File: src/rtl/tocp_defs.svh
// register offsets, reset values and field positions of the compare block
//
// Summary of operation
// - compare equal to counter sets channel flag and drives enabled pin to level
// - each 16-bit compare value not held off by a high byte write is checked against the counter every timer step
// - compare values are software read/write and never changed by hardware
// - reset loads both compare values with 8000h
// - compare interrupt needs its enable set and the cpu mask clear
// - compare pin latches are held low during reset
// - flag clears after status read with flag set, then low byte access
// - high byte write stops compares until low byte write, which clears flag
// - with pin enable clear the pin is untouched, flag and interrupt still work
// - flag and pin level appear in the step where counter equals compare
// - force bit copies level to enabled pin, no flag and no interrupt
// - force bits do nothing in single-pulse or pwm mode
// - count rate is clock over 2, 4, 8 or external clock edges
// - single-pulse select bit in control two enables single-pulse mode
// - trigger edge reloads FFFCh, drives level two, sets capture flag, loads FFFDh
// - capture flag one raises interrupt when capture interrupt enable is set
// - in single-pulse mode a channel one match drives level one
// - single-pulse mode never sets flag one, flag two still works
// - pwm select together with single-pulse select means pwm only
// - single-pulse trigger pin does no capture, each valid edge resets counter
// - channel two in single-pulse mode keeps its flag but drives no pin
// - pulse lasts compare one plus 5 counts because of the FFFCh restart
// - counter resets to FFFCh and only ever reloads FFFCh
`ifndef TOCP_DEFS_SVH
`define TOCP_DEFS_SVH

`define TOCP_OFS_CTRL_ONE   8'h00
`define TOCP_OFS_CTRL_TWO   8'h04
`define TOCP_OFS_STATUS     8'h08
`define TOCP_OFS_CMP1_HI    8'h0c
`define TOCP_OFS_CMP1_LO    8'h10
`define TOCP_OFS_CMP2_HI    8'h14
`define TOCP_OFS_CMP2_LO    8'h18
`define TOCP_OFS_CAP1_HI    8'h1c
`define TOCP_OFS_CAP1_LO    8'h20
`define TOCP_OFS_COUNTER    8'h24

`define TOCP_CMP_RESET      16'h8000
`define TOCP_CNT_RELOAD     16'hfffc
`define TOCP_CAP_TRIG_VAL   16'hfffd
`define TOCP_CNT_ONE        16'h0001

`define TOCP_CLK_DIV2       2'h0
`define TOCP_CLK_DIV4       2'h1
`define TOCP_CLK_DIV8       2'h2
`define TOCP_CLK_EXT        2'h3
`define TOCP_DIV2_LAST      3'h1
`define TOCP_DIV4_LAST      3'h3
`define TOCP_DIV8_LAST      3'h7

`define TOCP_PIN_EXT        0
`define TOCP_PIN_CAP1       1

`endif

File: src/rtl/tocp_pkg.sv
// types shared by the compare block modules
package tocp_pkg;

    // control register one as software sees it
    typedef struct packed {
        logic       edge_one;
        logic       cap_ie;
        logic       cmp_ie;
        logic [1:0] level;
    } tocp_ctrl_one_type;

    // control register two as software sees it
    typedef struct packed {
        logic       ext_rise;
        logic [1:0] clk_sel;
        logic       pwm_sel;
        logic       sp_sel;
        logic [1:0] pin_en;
    } tocp_ctrl_two_type;

    // whole state of the top module
    typedef struct packed {
        tocp_ctrl_one_type ctrl_one;
        tocp_ctrl_two_type ctrl_two;
        logic [1:0][15:0]  cmp;
        logic [1:0]        inhibit;
        logic [1:0]        flag;
        logic              cap_flag;
        logic [2:0]        armed;
        logic [15:0]       cap_val;
        logic [15:0]       counter;
        logic              stepped;
        logic              hold;
        logic [1:0]        pin;
        logic              reinit;
        logic              irq;
        logic              dp_write;
        logic [7:0]        dp_addr;
        logic [31:0]       rdata;
        logic              ready;
    } tocp_state_type;

    // state of the pin filter
    typedef struct packed {
        logic [1:0] s1;
        logic [1:0] s2;
        logic [1:0] s3;
        logic [1:0] filt;
        logic [1:0] rise;
        logic [1:0] fall;
    } tocp_sync_type;

    // state of the count-rate divider
    typedef struct packed {
        logic [2:0] div;
        logic       tick;
    } tocp_presc_type;

endpackage

File: src/rtl/tocp_sync.sv
// three-stage pin synchroniser with agreement filter and edge pulses
`timescale 1ns/10ps
`include "tocp_defs.svh"
module tocp_sync import tocp_pkg::*; (
    input  wire logic       hclk,
    input  wire logic       hresetn,
    input  wire logic [1:0] pin_in,
    output logic      [1:0] level,
    output logic      [1:0] rise,
    output logic      [1:0] fall
);
    tocp_sync_type s_reg, s_next;

    // a new level is taken only once stages two and three agree
    always_comb begin
        s_next = s_reg;
        s_next.s1 = pin_in;
        s_next.s2 = s_reg.s1;
        s_next.s3 = s_reg.s2;
        for (int i = 0; i < 2; i++) begin
            if (s_reg.s2[i] == s_reg.s3[i]) begin
                s_next.filt[i] = s_reg.s3[i];
            end
            s_next.rise[i] = s_next.filt[i] & ~s_reg.filt[i];
            s_next.fall[i] = ~s_next.filt[i] & s_reg.filt[i];
        end
    end

    always_ff @(posedge hclk or negedge hresetn) begin
        if (!hresetn) begin
            s_reg <= '0;
        end else begin
            s_reg <= s_next;
        end
    end

    assign level = s_reg.filt;
    assign rise  = s_reg.rise;
    assign fall  = s_reg.fall;
endmodule

File: src/rtl/tocp_presc.sv
// count-rate divider: one-cycle tick at clock/2, /4, /8 or per external edge
`timescale 1ns/10ps
`include "tocp_defs.svh"
module tocp_presc import tocp_pkg::*; (
    input  wire logic       hclk,
    input  wire logic       hresetn,
    input  wire logic [1:0] clk_sel,
    input  wire logic       ext_edge,
    output logic            tick
);
    tocp_presc_type s_reg, s_next;
    logic [2:0] last;

    // terminal count for the selected division
    always_comb begin
        case (clk_sel)
            `TOCP_CLK_DIV2: last = `TOCP_DIV2_LAST;
            `TOCP_CLK_DIV4: last = `TOCP_DIV4_LAST;
            default:        last = `TOCP_DIV8_LAST;
        endcase
    end

    // external clock bypasses the divider entirely
    always_comb begin
        s_next = s_reg;
        if (clk_sel == `TOCP_CLK_EXT) begin
            s_next.div  = '0;
            s_next.tick = ext_edge;
        end else if (s_reg.div >= last) begin
            s_next.div  = '0;
            s_next.tick = 1'b1;
        end else begin
            s_next.div  = s_reg.div + 3'h1;
            s_next.tick = 1'b0;
        end
    end

    always_ff @(posedge hclk or negedge hresetn) begin
        if (!hresetn) begin
            s_reg <= '0;
        end else begin
            s_reg <= s_next;
        end
    end

    assign tick = s_reg.tick;
endmodule

File: src/rtl/tocp_top.sv
// output compare and single-pulse section of the 16-bit timer, ahb-lite slave
//
// Added by the designer: the register offsets and register access over AHB-Lite.
`timescale 1ns/10ps
`include "tocp_defs.svh"
module tocp_top import tocp_pkg::*; (
    input  wire logic        hclk,
    input  wire logic        hresetn,
    input  wire logic        hsel,
    input  wire logic [31:0] haddr,
    input  wire logic [1:0]  htrans,
    input  wire logic        hwrite,
    input  wire logic [2:0]  hsize,
    input  wire logic [31:0] hwdata,
    input  wire logic        hready,
    output logic             hreadyout,
    output logic [31:0]      hrdata,
    output logic             hresp,
    input  wire logic        cpu_irq_mask,
    input  wire logic        ext_clock_pin,
    input  wire logic        capture_input_pin_one,
    output logic             compare_output_pin_one,
    output logic             compare_output_pin_two,
    output logic [1:0]       compare_pin_enable,
    output logic             counter_reinit,
    output logic             timer_irq
);
    tocp_state_type s_reg, s_next;

    logic [1:0] pin_level;
    logic [1:0] pin_rise;
    logic [1:0] pin_fall;
    logic       tick;
    logic       ext_edge;
    logic       addr_phase;
    logic       sp_mode;
    logic       pwm_mode;
    logic       trig;
    logic [1:0] match;
    logic [7:0] ap_addr;

    // external clock and trigger pin come from outside the clock domain
    tocp_sync u_sync (
        .hclk    (hclk),
        .hresetn (hresetn),
        .pin_in  ({capture_input_pin_one, ext_clock_pin}),
        .level   (pin_level),
        .rise    (pin_rise),
        .fall    (pin_fall)
    );

    // active external edge follows the edge select bit
    assign ext_edge = s_reg.ctrl_two.ext_rise ? pin_rise[`TOCP_PIN_EXT]
                                              : pin_fall[`TOCP_PIN_EXT];

    tocp_presc u_presc (
        .hclk     (hclk),
        .hresetn  (hresetn),
        .clk_sel  (s_reg.ctrl_two.clk_sel),
        .ext_edge (ext_edge),
        .tick     (tick)
    );

    // read data of a register, used for the registered read answer
    function automatic logic [31:0] read_word(input logic [7:0] a,
                                              input tocp_state_type st);
        logic [31:0] w;
        w = 32'h0000_0000;
        case (a)
            `TOCP_OFS_CTRL_ONE: w[6:0]  = {st.ctrl_one.edge_one, st.ctrl_one.cap_ie,
                                           st.ctrl_one.cmp_ie, 2'b00, st.ctrl_one.level};
            `TOCP_OFS_CTRL_TWO: w[6:0]  = st.ctrl_two;
            `TOCP_OFS_STATUS:   w[2:0]  = {st.cap_flag, st.flag};
            `TOCP_OFS_CMP1_HI:  w[7:0]  = st.cmp[0][15:8];
            `TOCP_OFS_CMP1_LO:  w[7:0]  = st.cmp[0][7:0];
            `TOCP_OFS_CMP2_HI:  w[7:0]  = st.cmp[1][15:8];
            `TOCP_OFS_CMP2_LO:  w[7:0]  = st.cmp[1][7:0];
            `TOCP_OFS_CAP1_HI:  w[7:0]  = st.cap_val[15:8];
            `TOCP_OFS_CAP1_LO:  w[7:0]  = st.cap_val[7:0];
            `TOCP_OFS_COUNTER:  w[15:0] = st.counter;
            default:            w       = 32'h0000_0000;
        endcase
        return w;
    endfunction

    // low byte offset of a compare channel
    function automatic logic [7:0] low_ofs(input int ch);
        return (ch == 0) ? `TOCP_OFS_CMP1_LO : `TOCP_OFS_CMP2_LO;
    endfunction

    // high byte offset of a compare channel
    function automatic logic [7:0] high_ofs(input int ch);
        return (ch == 0) ? `TOCP_OFS_CMP1_HI : `TOCP_OFS_CMP2_HI;
    endfunction

    // bus address phase accepted; only single word transfers are expected
    assign addr_phase = hsel & htrans[1] & hready;
    assign ap_addr    = {haddr[7:2], 2'b00};

    // mode decode: pwm wins over single pulse
    assign pwm_mode = s_reg.ctrl_two.pwm_sel;
    assign sp_mode  = s_reg.ctrl_two.sp_sel & ~s_reg.ctrl_two.pwm_sel;

    // valid trigger edge on capture pin one in single-pulse mode
    assign trig = sp_mode & (s_reg.ctrl_one.edge_one ? pin_rise[`TOCP_PIN_CAP1]
                                                     : pin_fall[`TOCP_PIN_CAP1]);

    // a match is judged in the cycle after the counter took its new value,
    // so flag and pin change while the counter holds the compare value
    always_comb begin
        for (int i = 0; i < 2; i++) begin
            match[i] = s_reg.stepped & ~s_reg.inhibit[i]
                     & (s_reg.counter == s_reg.cmp[i]);
        end
    end

    // next state of the whole block
    always_comb begin
        s_next = s_reg;

        // zero-wait slave, always okay
        s_next.ready    = 1'b1;
        s_next.dp_write = addr_phase & hwrite;
        s_next.dp_addr  = ap_addr;
        s_next.reinit   = trig;

        // counter steps at the timer rate, trigger reloads the fixed value;
        // the first tick after a reload is swallowed so the restart value
        // lasts a whole count, which gives the pulse its extra count
        if (trig) begin
            s_next.counter = `TOCP_CNT_RELOAD;
            s_next.hold    = 1'b1;
        end else if (tick & s_reg.hold) begin
            s_next.hold    = 1'b0;
        end else if (tick) begin
            s_next.counter = s_reg.counter + `TOCP_CNT_ONE;
        end
        s_next.stepped = trig | (tick & ~s_reg.hold);

        // read side effects happen at the accepted address phase
        if (addr_phase & ~hwrite) begin
            s_next.rdata = read_word(ap_addr, s_reg);
            if (ap_addr == `TOCP_OFS_STATUS) begin
                s_next.armed = s_reg.armed | {s_reg.cap_flag, s_reg.flag};
            end
            for (int i = 0; i < 2; i++) begin
                if ((ap_addr == low_ofs(i)) && s_reg.armed[i]) begin
                    s_next.flag[i]  = 1'b0;
                    s_next.armed[i] = 1'b0;
                end
            end
            if ((ap_addr == `TOCP_OFS_CAP1_LO) && s_reg.armed[2]) begin
                s_next.cap_flag = 1'b0;
                s_next.armed[2] = 1'b0;
            end
        end

        // write data phase: hwdata stands in the cycle after the address
        if (s_reg.dp_write) begin
            case (s_reg.dp_addr)
                `TOCP_OFS_CTRL_ONE: begin
                    s_next.ctrl_one.level    = hwdata[1:0];
                    s_next.ctrl_one.cmp_ie   = hwdata[4];
                    s_next.ctrl_one.cap_ie   = hwdata[5];
                    s_next.ctrl_one.edge_one = hwdata[6];
                    // force bits act once and read back as zero
                    for (int i = 0; i < 2; i++) begin
                        if (hwdata[2 + i] & s_reg.ctrl_two.pin_en[i]
                            & ~sp_mode & ~pwm_mode) begin
                            s_next.pin[i] = hwdata[i];
                        end
                    end
                end
                `TOCP_OFS_CTRL_TWO: s_next.ctrl_two = hwdata[6:0];
                `TOCP_OFS_CAP1_LO: begin
                    if (s_reg.armed[2]) begin
                        s_next.cap_flag = 1'b0;
                        s_next.armed[2] = 1'b0;
                    end
                end
                default: begin
                end
            endcase
            for (int i = 0; i < 2; i++) begin
                if (s_reg.dp_addr == high_ofs(i)) begin
                    s_next.cmp[i][15:8] = hwdata[7:0];
                    s_next.inhibit[i]   = 1'b1;
                end
                if (s_reg.dp_addr == low_ofs(i)) begin
                    s_next.cmp[i][7:0] = hwdata[7:0];
                    s_next.inhibit[i]  = 1'b0;
                    s_next.flag[i]     = 1'b0;
                    s_next.armed[i]    = 1'b0;
                end
            end
        end

        // channel one: normal compare, or end of the single pulse
        if (match[0] & ~pwm_mode) begin
            if (~sp_mode) begin
                s_next.flag[0] = 1'b1;
            end
            if (s_reg.ctrl_two.pin_en[0]) begin
                s_next.pin[0] = s_reg.ctrl_one.level[0];
            end
        end

        // channel two: flag in any mode but pwm, pin only outside single pulse
        if (match[1] & ~pwm_mode) begin
            s_next.flag[1] = 1'b1;
            if (s_reg.ctrl_two.pin_en[1] & ~sp_mode) begin
                s_next.pin[1] = s_reg.ctrl_one.level[1];
            end
        end

        // pulse start wins over a same-step compare one match
        if (trig) begin
            s_next.cap_flag = 1'b1;
            s_next.cap_val  = `TOCP_CAP_TRIG_VAL;
            if (s_reg.ctrl_two.pin_en[0]) begin
                s_next.pin[0] = s_reg.ctrl_one.level[1];
            end
        end

        // shared request, gated by the enables and the cpu mask
        s_next.irq = ~cpu_irq_mask
                   & ((s_next.ctrl_one.cmp_ie & (|s_next.flag))
                   |  (s_next.ctrl_one.cap_ie & s_next.cap_flag));
    end

    // single register stage of the whole block; pins low during reset
    always_ff @(posedge hclk or negedge hresetn) begin
        if (!hresetn) begin
            s_reg        <= '0;
            s_reg.cmp[0] <= `TOCP_CMP_RESET;
            s_reg.cmp[1] <= `TOCP_CMP_RESET;
            s_reg.counter <= `TOCP_CNT_RELOAD;
        end else begin
            s_reg <= s_next;
        end
    end

    // every output but hresp straight from the state register; hresp is tied to okay
    assign hreadyout              = s_reg.ready;
    assign hrdata                 = s_reg.rdata;
    assign hresp                  = 1'b0;
    assign compare_output_pin_one = s_reg.pin[0];
    assign compare_output_pin_two = s_reg.pin[1];
    assign compare_pin_enable     = s_reg.ctrl_two.pin_en;
    assign counter_reinit         = s_reg.reinit;
    assign timer_irq              = s_reg.irq;

    // hsize is accepted but only whole words are expected
    logic unused_size;
    assign unused_size = |hsize;
endmodule

File: config.mk
export PLATFORM = sky130hd
export DESIGN_NAME = tocp_top
export DESIGN_NICKNAME = d
export VERILOG_FILES = /design/src/rtl/tocp_pkg.sv /design/src/rtl/tocp_sync.sv /design/src/rtl/tocp_presc.sv /design/src/rtl/tocp_top.sv
export VERILOG_INCLUDE_DIRS = /design/src /design/src/rtl
export SDC_FILE = /design/constraint.sdc
export NUM_CORES = 1
export LEC_CHECK = 0
export BUFFER_PORTS_ARGS = -buffer_cell sky130_fd_sc_hd__clkbuf_2
export CAP_MARGIN = 40
export CORE_UTILIZATION = 30
export CTS_BUF_LIST = sky130_fd_sc_hd__clkbuf_8
export CTS_CLUSTER_SIZE = 20
export DETAILED_ROUTE_END_ITERATION = 8
export GPL_ROUTABILITY_DRIVEN = 1
export PLACE_DENSITY_LB_ADDON = 0.2
export SYNTH_ARGS = -nofsm -noshare
export SYNTH_HDL_FRONTEND = slang
export SYNTH_SLANG_ARGS = --single-unit
File: constraint.sdc
create_clock -name hclk -period 2.6 [get_ports hclk]
set_clock_uncertainty 0.2 [all_clocks]
set_input_delay 0.39 -clock hclk [delete_from_list [all_inputs] [get_ports hclk]]
set_output_delay 0.39 -clock hclk [all_outputs]
set_load 0.02 [all_outputs]
* Word-level counts from Yosys, hierarchy flattened
Cells that the tools add are included.
** Storage, ports and cells
- Bits in registers :: 115
- Output and inout bits :: 40
- Logic and storage cells :: 178
** Cells by class
- $add $sub $neg :: 2
- Magnitude comparators :: 1
- Equal/unequal tests :: 22
- Muxes and demuxes :: 54
- Bitwise operators :: 42
- Reduce and logical (&&, ||, !) cells :: 20
** Operator list (number)
- two-way mux 51 bit :: 1
- two-way mux 16 bit :: 3
- equality test 6 x 3 -> 1 bit (second input constant) :: 7
- two-way mux 8 bit :: 5
- one-hot mux 4 bit (9 select lines) :: 1
- equality test 16 bit :: 2
- two-way mux 1 bit :: 30
- one-hot mux 3 bit (10 select lines) :: 1
- bitwise AND 1 bit :: 28
- equality test 6 x 2 -> 1 bit (second input constant) :: 3
- equality test 6 x 4 -> 1 bit (second input constant) :: 3
- AND reduction 2 bit :: 9
- adder 16 x 1 -> 16 bit (second input constant) :: 1
- logical NOT 8 bit :: 2
- equality test 6 x 1 -> 1 bit (second input constant) :: 2
- two-way mux 4 bit :: 3
- NOT 1 bit :: 11
- two-way mux 2 bit :: 5
- nonzero test 2 bit :: 4
- two-way mux 7 bit :: 1
- one-hot mux 1 bit (7 select lines) :: 1
- two-way mux 6 bit :: 1
- one-hot mux 3 bit (2 select lines) :: 1
- adder 3 x 1 -> 3 bit (second input constant) :: 1
- other kinds (11) :: 15

* Depth between registers and ports, before layout
- Depth after elaboration :: 13
- Gate-level depth with buffers :: 8
- Gate-level depth less buffers :: 6

* Modules after synthesis
Synthesis repeated with hierarchy kept, for this count alone.
** Unflattened totals
- Cells, all modules :: 497
- Area, all modules :: 5694.2 µm²
** By module, submodules not included
- tocp_top :: instances 1, cells each 455, area an instance 5094.9 µm², seq. area each 2497.4 µm²
- tocp_sync :: instances 1, cells each 24, area an instance 401.6 µm², seq. area each 300.3 µm²
- tocp_presc :: instances 1, cells each 18, area an instance 197.7 µm², seq. area each 100.1 µm²

* Least setup slack after synthesis
Ideal clock, no wire load.
- Kind :: register to register
- Start :: reg s_reg[56] (netlist name)
- End :: reg s_reg, in the netlist compare_output_pin_two
- Library setup time :: 0.125 ns
- Arrival time :: 1.867 ns
- Data required time :: 2.275 ns
- Path slack :: 0.408 ns
- Cell stages (with the launch flop) :: 8
- Path buffers :: 1
- Clock period less this slack :: 2.192 ns
- Cells stage by stage :: dfstp_2 -> buf_2 -> xnor2_2 -> nand4_1 -> nor4_1 -> nand4_1 -> or3b_1 -> mux2_4
** RTL lines
- from (decl) :: line tocp_top.sv:28 : tocp_state_type s_reg, s_next;
- from (signal assigned) :: line tocp_top.sv:239 : s_reg <= s_next;

==> flow_summary.toml <==
[outcome]
status = "finished, final reports clean"

[pwr]
leakage_nw = 3.16
cellPowerDensity_nw_per_um2 = 703
ir_drop_uv = 306
report.power.total_mw = 4.77

[cts]
tritoncts_clock_tree = "built"
ctsLongestPathBuffers = 2
clock_tree.root_cell = "sky130_fd_sc_hd__clkbuf_8"
numCtsBuffers = 17
htree_levels = 4
clock_latency_of_the_later_clocked_register_in_the_worst_skew_pair_ps = 450
cts.repair_timing.setup_buffer_count = 0
tritoncts_num_sinks = 115
path_clk_slew_ps = 70

[timing]
fmaxAchievable_mhz = 399
fin_tns_setup_ps = 0
final_min_period_over_clock_period = 0.964
drv_slew = 0
timing_hold_violations_final = 0
min_period_ps = 2510
slew_headroom = 0.578
setup_viol = 0
worst_slew_pin_slew_ps = 633

[hold_path]
worstHoldStart = "cpu_irq_mask"
hold_path.class = "input pin to flop"

[route]
antenna_violating_nets_post_route = 0
route.final.wire_length_microns = 15000
detail_route.first_pass.iterations = 7
average_routed_wire_per_standard_cell_microns = 17.7
top_routing_layer_used = "met4"
wl_met3_microns = 736
detail_route.vias_per_cell = 4.78
dr_total_vias = 4066
drt-initial-drc-count = 381
met2_routed_wirelength_microns = 6910
post-route-drc-count = 0
detail_route.wirelength.met1_microns = 7010

[setup_path]
timing.critical_path.required_ps = 2720
worst-path-buf-inv = 2
critical_path_arrival_ps = 2620
critical_path.startpoint_type = "input pin"
crit_path_largest_cell_delay_ps = 540
timing.critical_path.from = "haddr[7]"
worst_setup_ep_type = "flop"
crit_path_cell_trace = "dlygate4sd3_1 -> clkbuf_2 -> or2_2 -> nor3_4 -> nand3_1 -> nand3b_1 -> nor4bb_1 -> o22ai_1"
cp_max_fo = 9
worst_r2r_startpoint = "s_reg[59]"
cp_slowest_cell = "sky130_fd_sc_hd__dlygate4sd3_1"
critical_path_class = "input pin to flop"
crit_family = "simple AND/OR/NAND/NOR gates"

[logic_synthesis]
synth_cell_types = 67
asyncSetResetFlopFracSynth = 1.00
netlist_area_sq_um = 5790
synth_edf_count = 0
syn_inst = 523
synth_seq_area_share = 0.501
synthFlopType = "sky130_fd_sc_hd__dfrtp_1"
syn_avg_cell_area_sq_um = 11.1
yosys_warnings = 0
ys_ff_latch = 115

[floorplanning]
floorplan.die_area_sq_um = 19800
die_height_microns = 141
io-pin-count = 117
core_area_sq_um = 18800
initial_utilization = 0.307
fp-row-count = 50
die_w_microns = 141

[global_routing]
grt_first_pass_wirelength_microns = 24100
grt.total_usage = 0.165
grt_antenna_before_repair = 0
grt_remaining_overflow = 0
grt_pass1_vias = 4151
largest_net_degree_at_the_start_of_global_routing = 116

[final_layout]
layout-area-overhead-vs-synth_pct = 17.3
antenna_diode_count = 0
fillers = 1857
mostFrequentLayoutCells = "99 x sky130_fd_sc_hd__dfrtp_1, 51 x sky130_fd_sc_hd__nand2_1, 44 x sky130_fd_sc_hd__mux2_2, 44 x sky130_fd_sc_hd__clkbuf_2, 27 x sky130_fd_sc_hd__buf_4"
drive_gt1_frac = 0.307
final_net_count = 658
final_core_utilization = 0.361
mostFrequentLayoutCell = "sky130_fd_sc_hd__dfrtp_1"
largest_register_ffs = 75

[placed_design]
globalplace.congestion = 0.844
port_buffers = 45
detailedPlacementHpwl_microns = 10900

[job]
drv_cap = 0
[tightest hold or removal path, cell delays in order]
cell and delay (ps):
sky130_fd_sc_hd__clkbuf_2 80, sky130_fd_sc_hd__nand2b_1 90, sky130_fd_sc_hd__o22ai_1 70
[final timing paths]
check / to / slack, ps / cells past startpoint
worst max-delay path: timer_irq / 90 / 8
worst min-delay path: timer_irq / 30 / 3
worst max register to register: compare_output_pin_two / 180 / 6
worst min register to register: u_sync.s_next[7] / 150 / 0
max in group asynchronous: s_reg[38] / 1360 / 3
min in group asynchronous: hreadyout / 360 / 3
[metrics by stage]
step           hold WS [ps]  std cells  instance area [sq um]  setup WS, ps
4_1_cts                5.70        850                   6780          48.7
6_report               27.4        850                   6790          94.5
2_1_floorplan          -106        539                   5850           408
3_5_place_dp            139        808                   6210          97.0
3_3_place_gp            133        808                   6210           104
5_1_grt                3.59        850                   6790         -5.81
[report_power, final]
group | switching (mW) | total, mW | leakage, nW | internal (mW)
clock network | 0.739 | 1.94 | 0.239 | 1.20
registers | 0.166 | 2.13 | 1.45 | 1.96
logic | 0.382 | 0.701 | 1.47 | 0.319
[final cells by class]
class | count | area (sq um) | share of cell area
Sequential cell | 115 | 2900 | 0.427
Multi-Input combinational cell | 352 | 2530 | 0.372
Timing Repair Buffer | 82 | 543 | 0.0800
Tap cell | 260 | 325 | 0.0479
Clock buffer | 20 | 275 | 0.0405
Clock inverter | 12 | 186 | 0.0275
Inverter | 9 | 33.8 | 0.00498
[layer usage]
metal / GRT usage / up-vias
met5: 0 / -
met4: 0.0727 / 0
met3: 0.0411 / 23
met2: 0.253 / 128
met1: 0.219 / 2019
li1: - / 1896
[cell usage after synthesis, types with 2 or more instances]
cell                       instances  share of area
sky130_fd_sc_hd__a221oi_1          5         0.0076
sky130_fd_sc_hd__dfstp_2          16          0.073
sky130_fd_sc_hd__or2_2             2         0.0022
sky130_fd_sc_hd__a21o_1            4         0.0052
sky130_fd_sc_hd__nand2_1          51          0.033
sky130_fd_sc_hd__and2_1            5         0.0054
sky130_fd_sc_hd__ha_1              4         0.0086
sky130_fd_sc_hd__nor2_1           25          0.016
sky130_fd_sc_hd__a21oi_1          12          0.010
sky130_fd_sc_hd__nand3b_1          4         0.0052
sky130_fd_sc_hd__buf_2             8         0.0069
sky130_fd_sc_hd__dfrtp_1          99           0.43
sky130_fd_sc_hd__nor3b_2           2         0.0043
sky130_fd_sc_hd__xnor2_1          20          0.030
sky130_fd_sc_hd__and3_1            4         0.0043
sky130_fd_sc_hd__a22o_1           12          0.018
sky130_fd_sc_hd__a211oi_1          4         0.0052
sky130_fd_sc_hd__nor3_1            6         0.0052
sky130_fd_sc_hd__nor4_1            6         0.0065
sky130_fd_sc_hd__nor2b_1           3         0.0032
sky130_fd_sc_hd__inv_1             9         0.0058
sky130_fd_sc_hd__a221o_1           2         0.0035
sky130_fd_sc_hd__a222oi_1          4         0.0069
sky130_fd_sc_hd__a31oi_1           5         0.0054
sky130_fd_sc_hd__buf_4            35          0.045
sky130_fd_sc_hd__a22oi_1           3         0.0039
sky130_fd_sc_hd__nor3b_1           5         0.0065
sky130_fd_sc_hd__nand4_1           6         0.0065
sky130_fd_sc_hd__maj3_1            2         0.0035
sky130_fd_sc_hd__mux2i_1           6          0.010
sky130_fd_sc_hd__buf_6             3         0.0058
sky130_fd_sc_hd__nand2b_1          6         0.0065
sky130_fd_sc_hd__o21ai_0          12          0.010
sky130_fd_sc_hd__mux2_2           44          0.086
sky130_fd_sc_hd__conb_1            2         0.0013
sky130_fd_sc_hd__clkbuf_1         15         0.0097
sky130_fd_sc_hd__nand3_1          17          0.015
sky130_fd_sc_hd__o22ai_1           2         0.0022
sky130_fd_sc_hd__xor2_1           24          0.036
sky130_fd_sc_hd__nor3_2            2         0.0035
[logic make-up after synthesis]
logic type / Yosys count / synth area share
XOR/XNOR: 45 / 0.0694
adder cells (fa/ha/maj): 6 / 0.0121
multiplexers: 52 / 0.101
AO/OA/AOI/OAI: 72 / 0.0889
buffers and inverters: 72 / 0.0752
AND/OR/NAND/NOR: 159 / 0.152
other: 2 / 0.00130
flip-flops: 115 / 0.501
[repair_timing]
action / 4_1_cts / 5_1_grt
hold buffers: 10 / 0
endpoints found under the setup margin: 0 / 4
endpoints found under the hold margin: 107 / 0
gates resized for setup: 0 / 4
No activity file was read; power rests on OpenSTA's default activity.
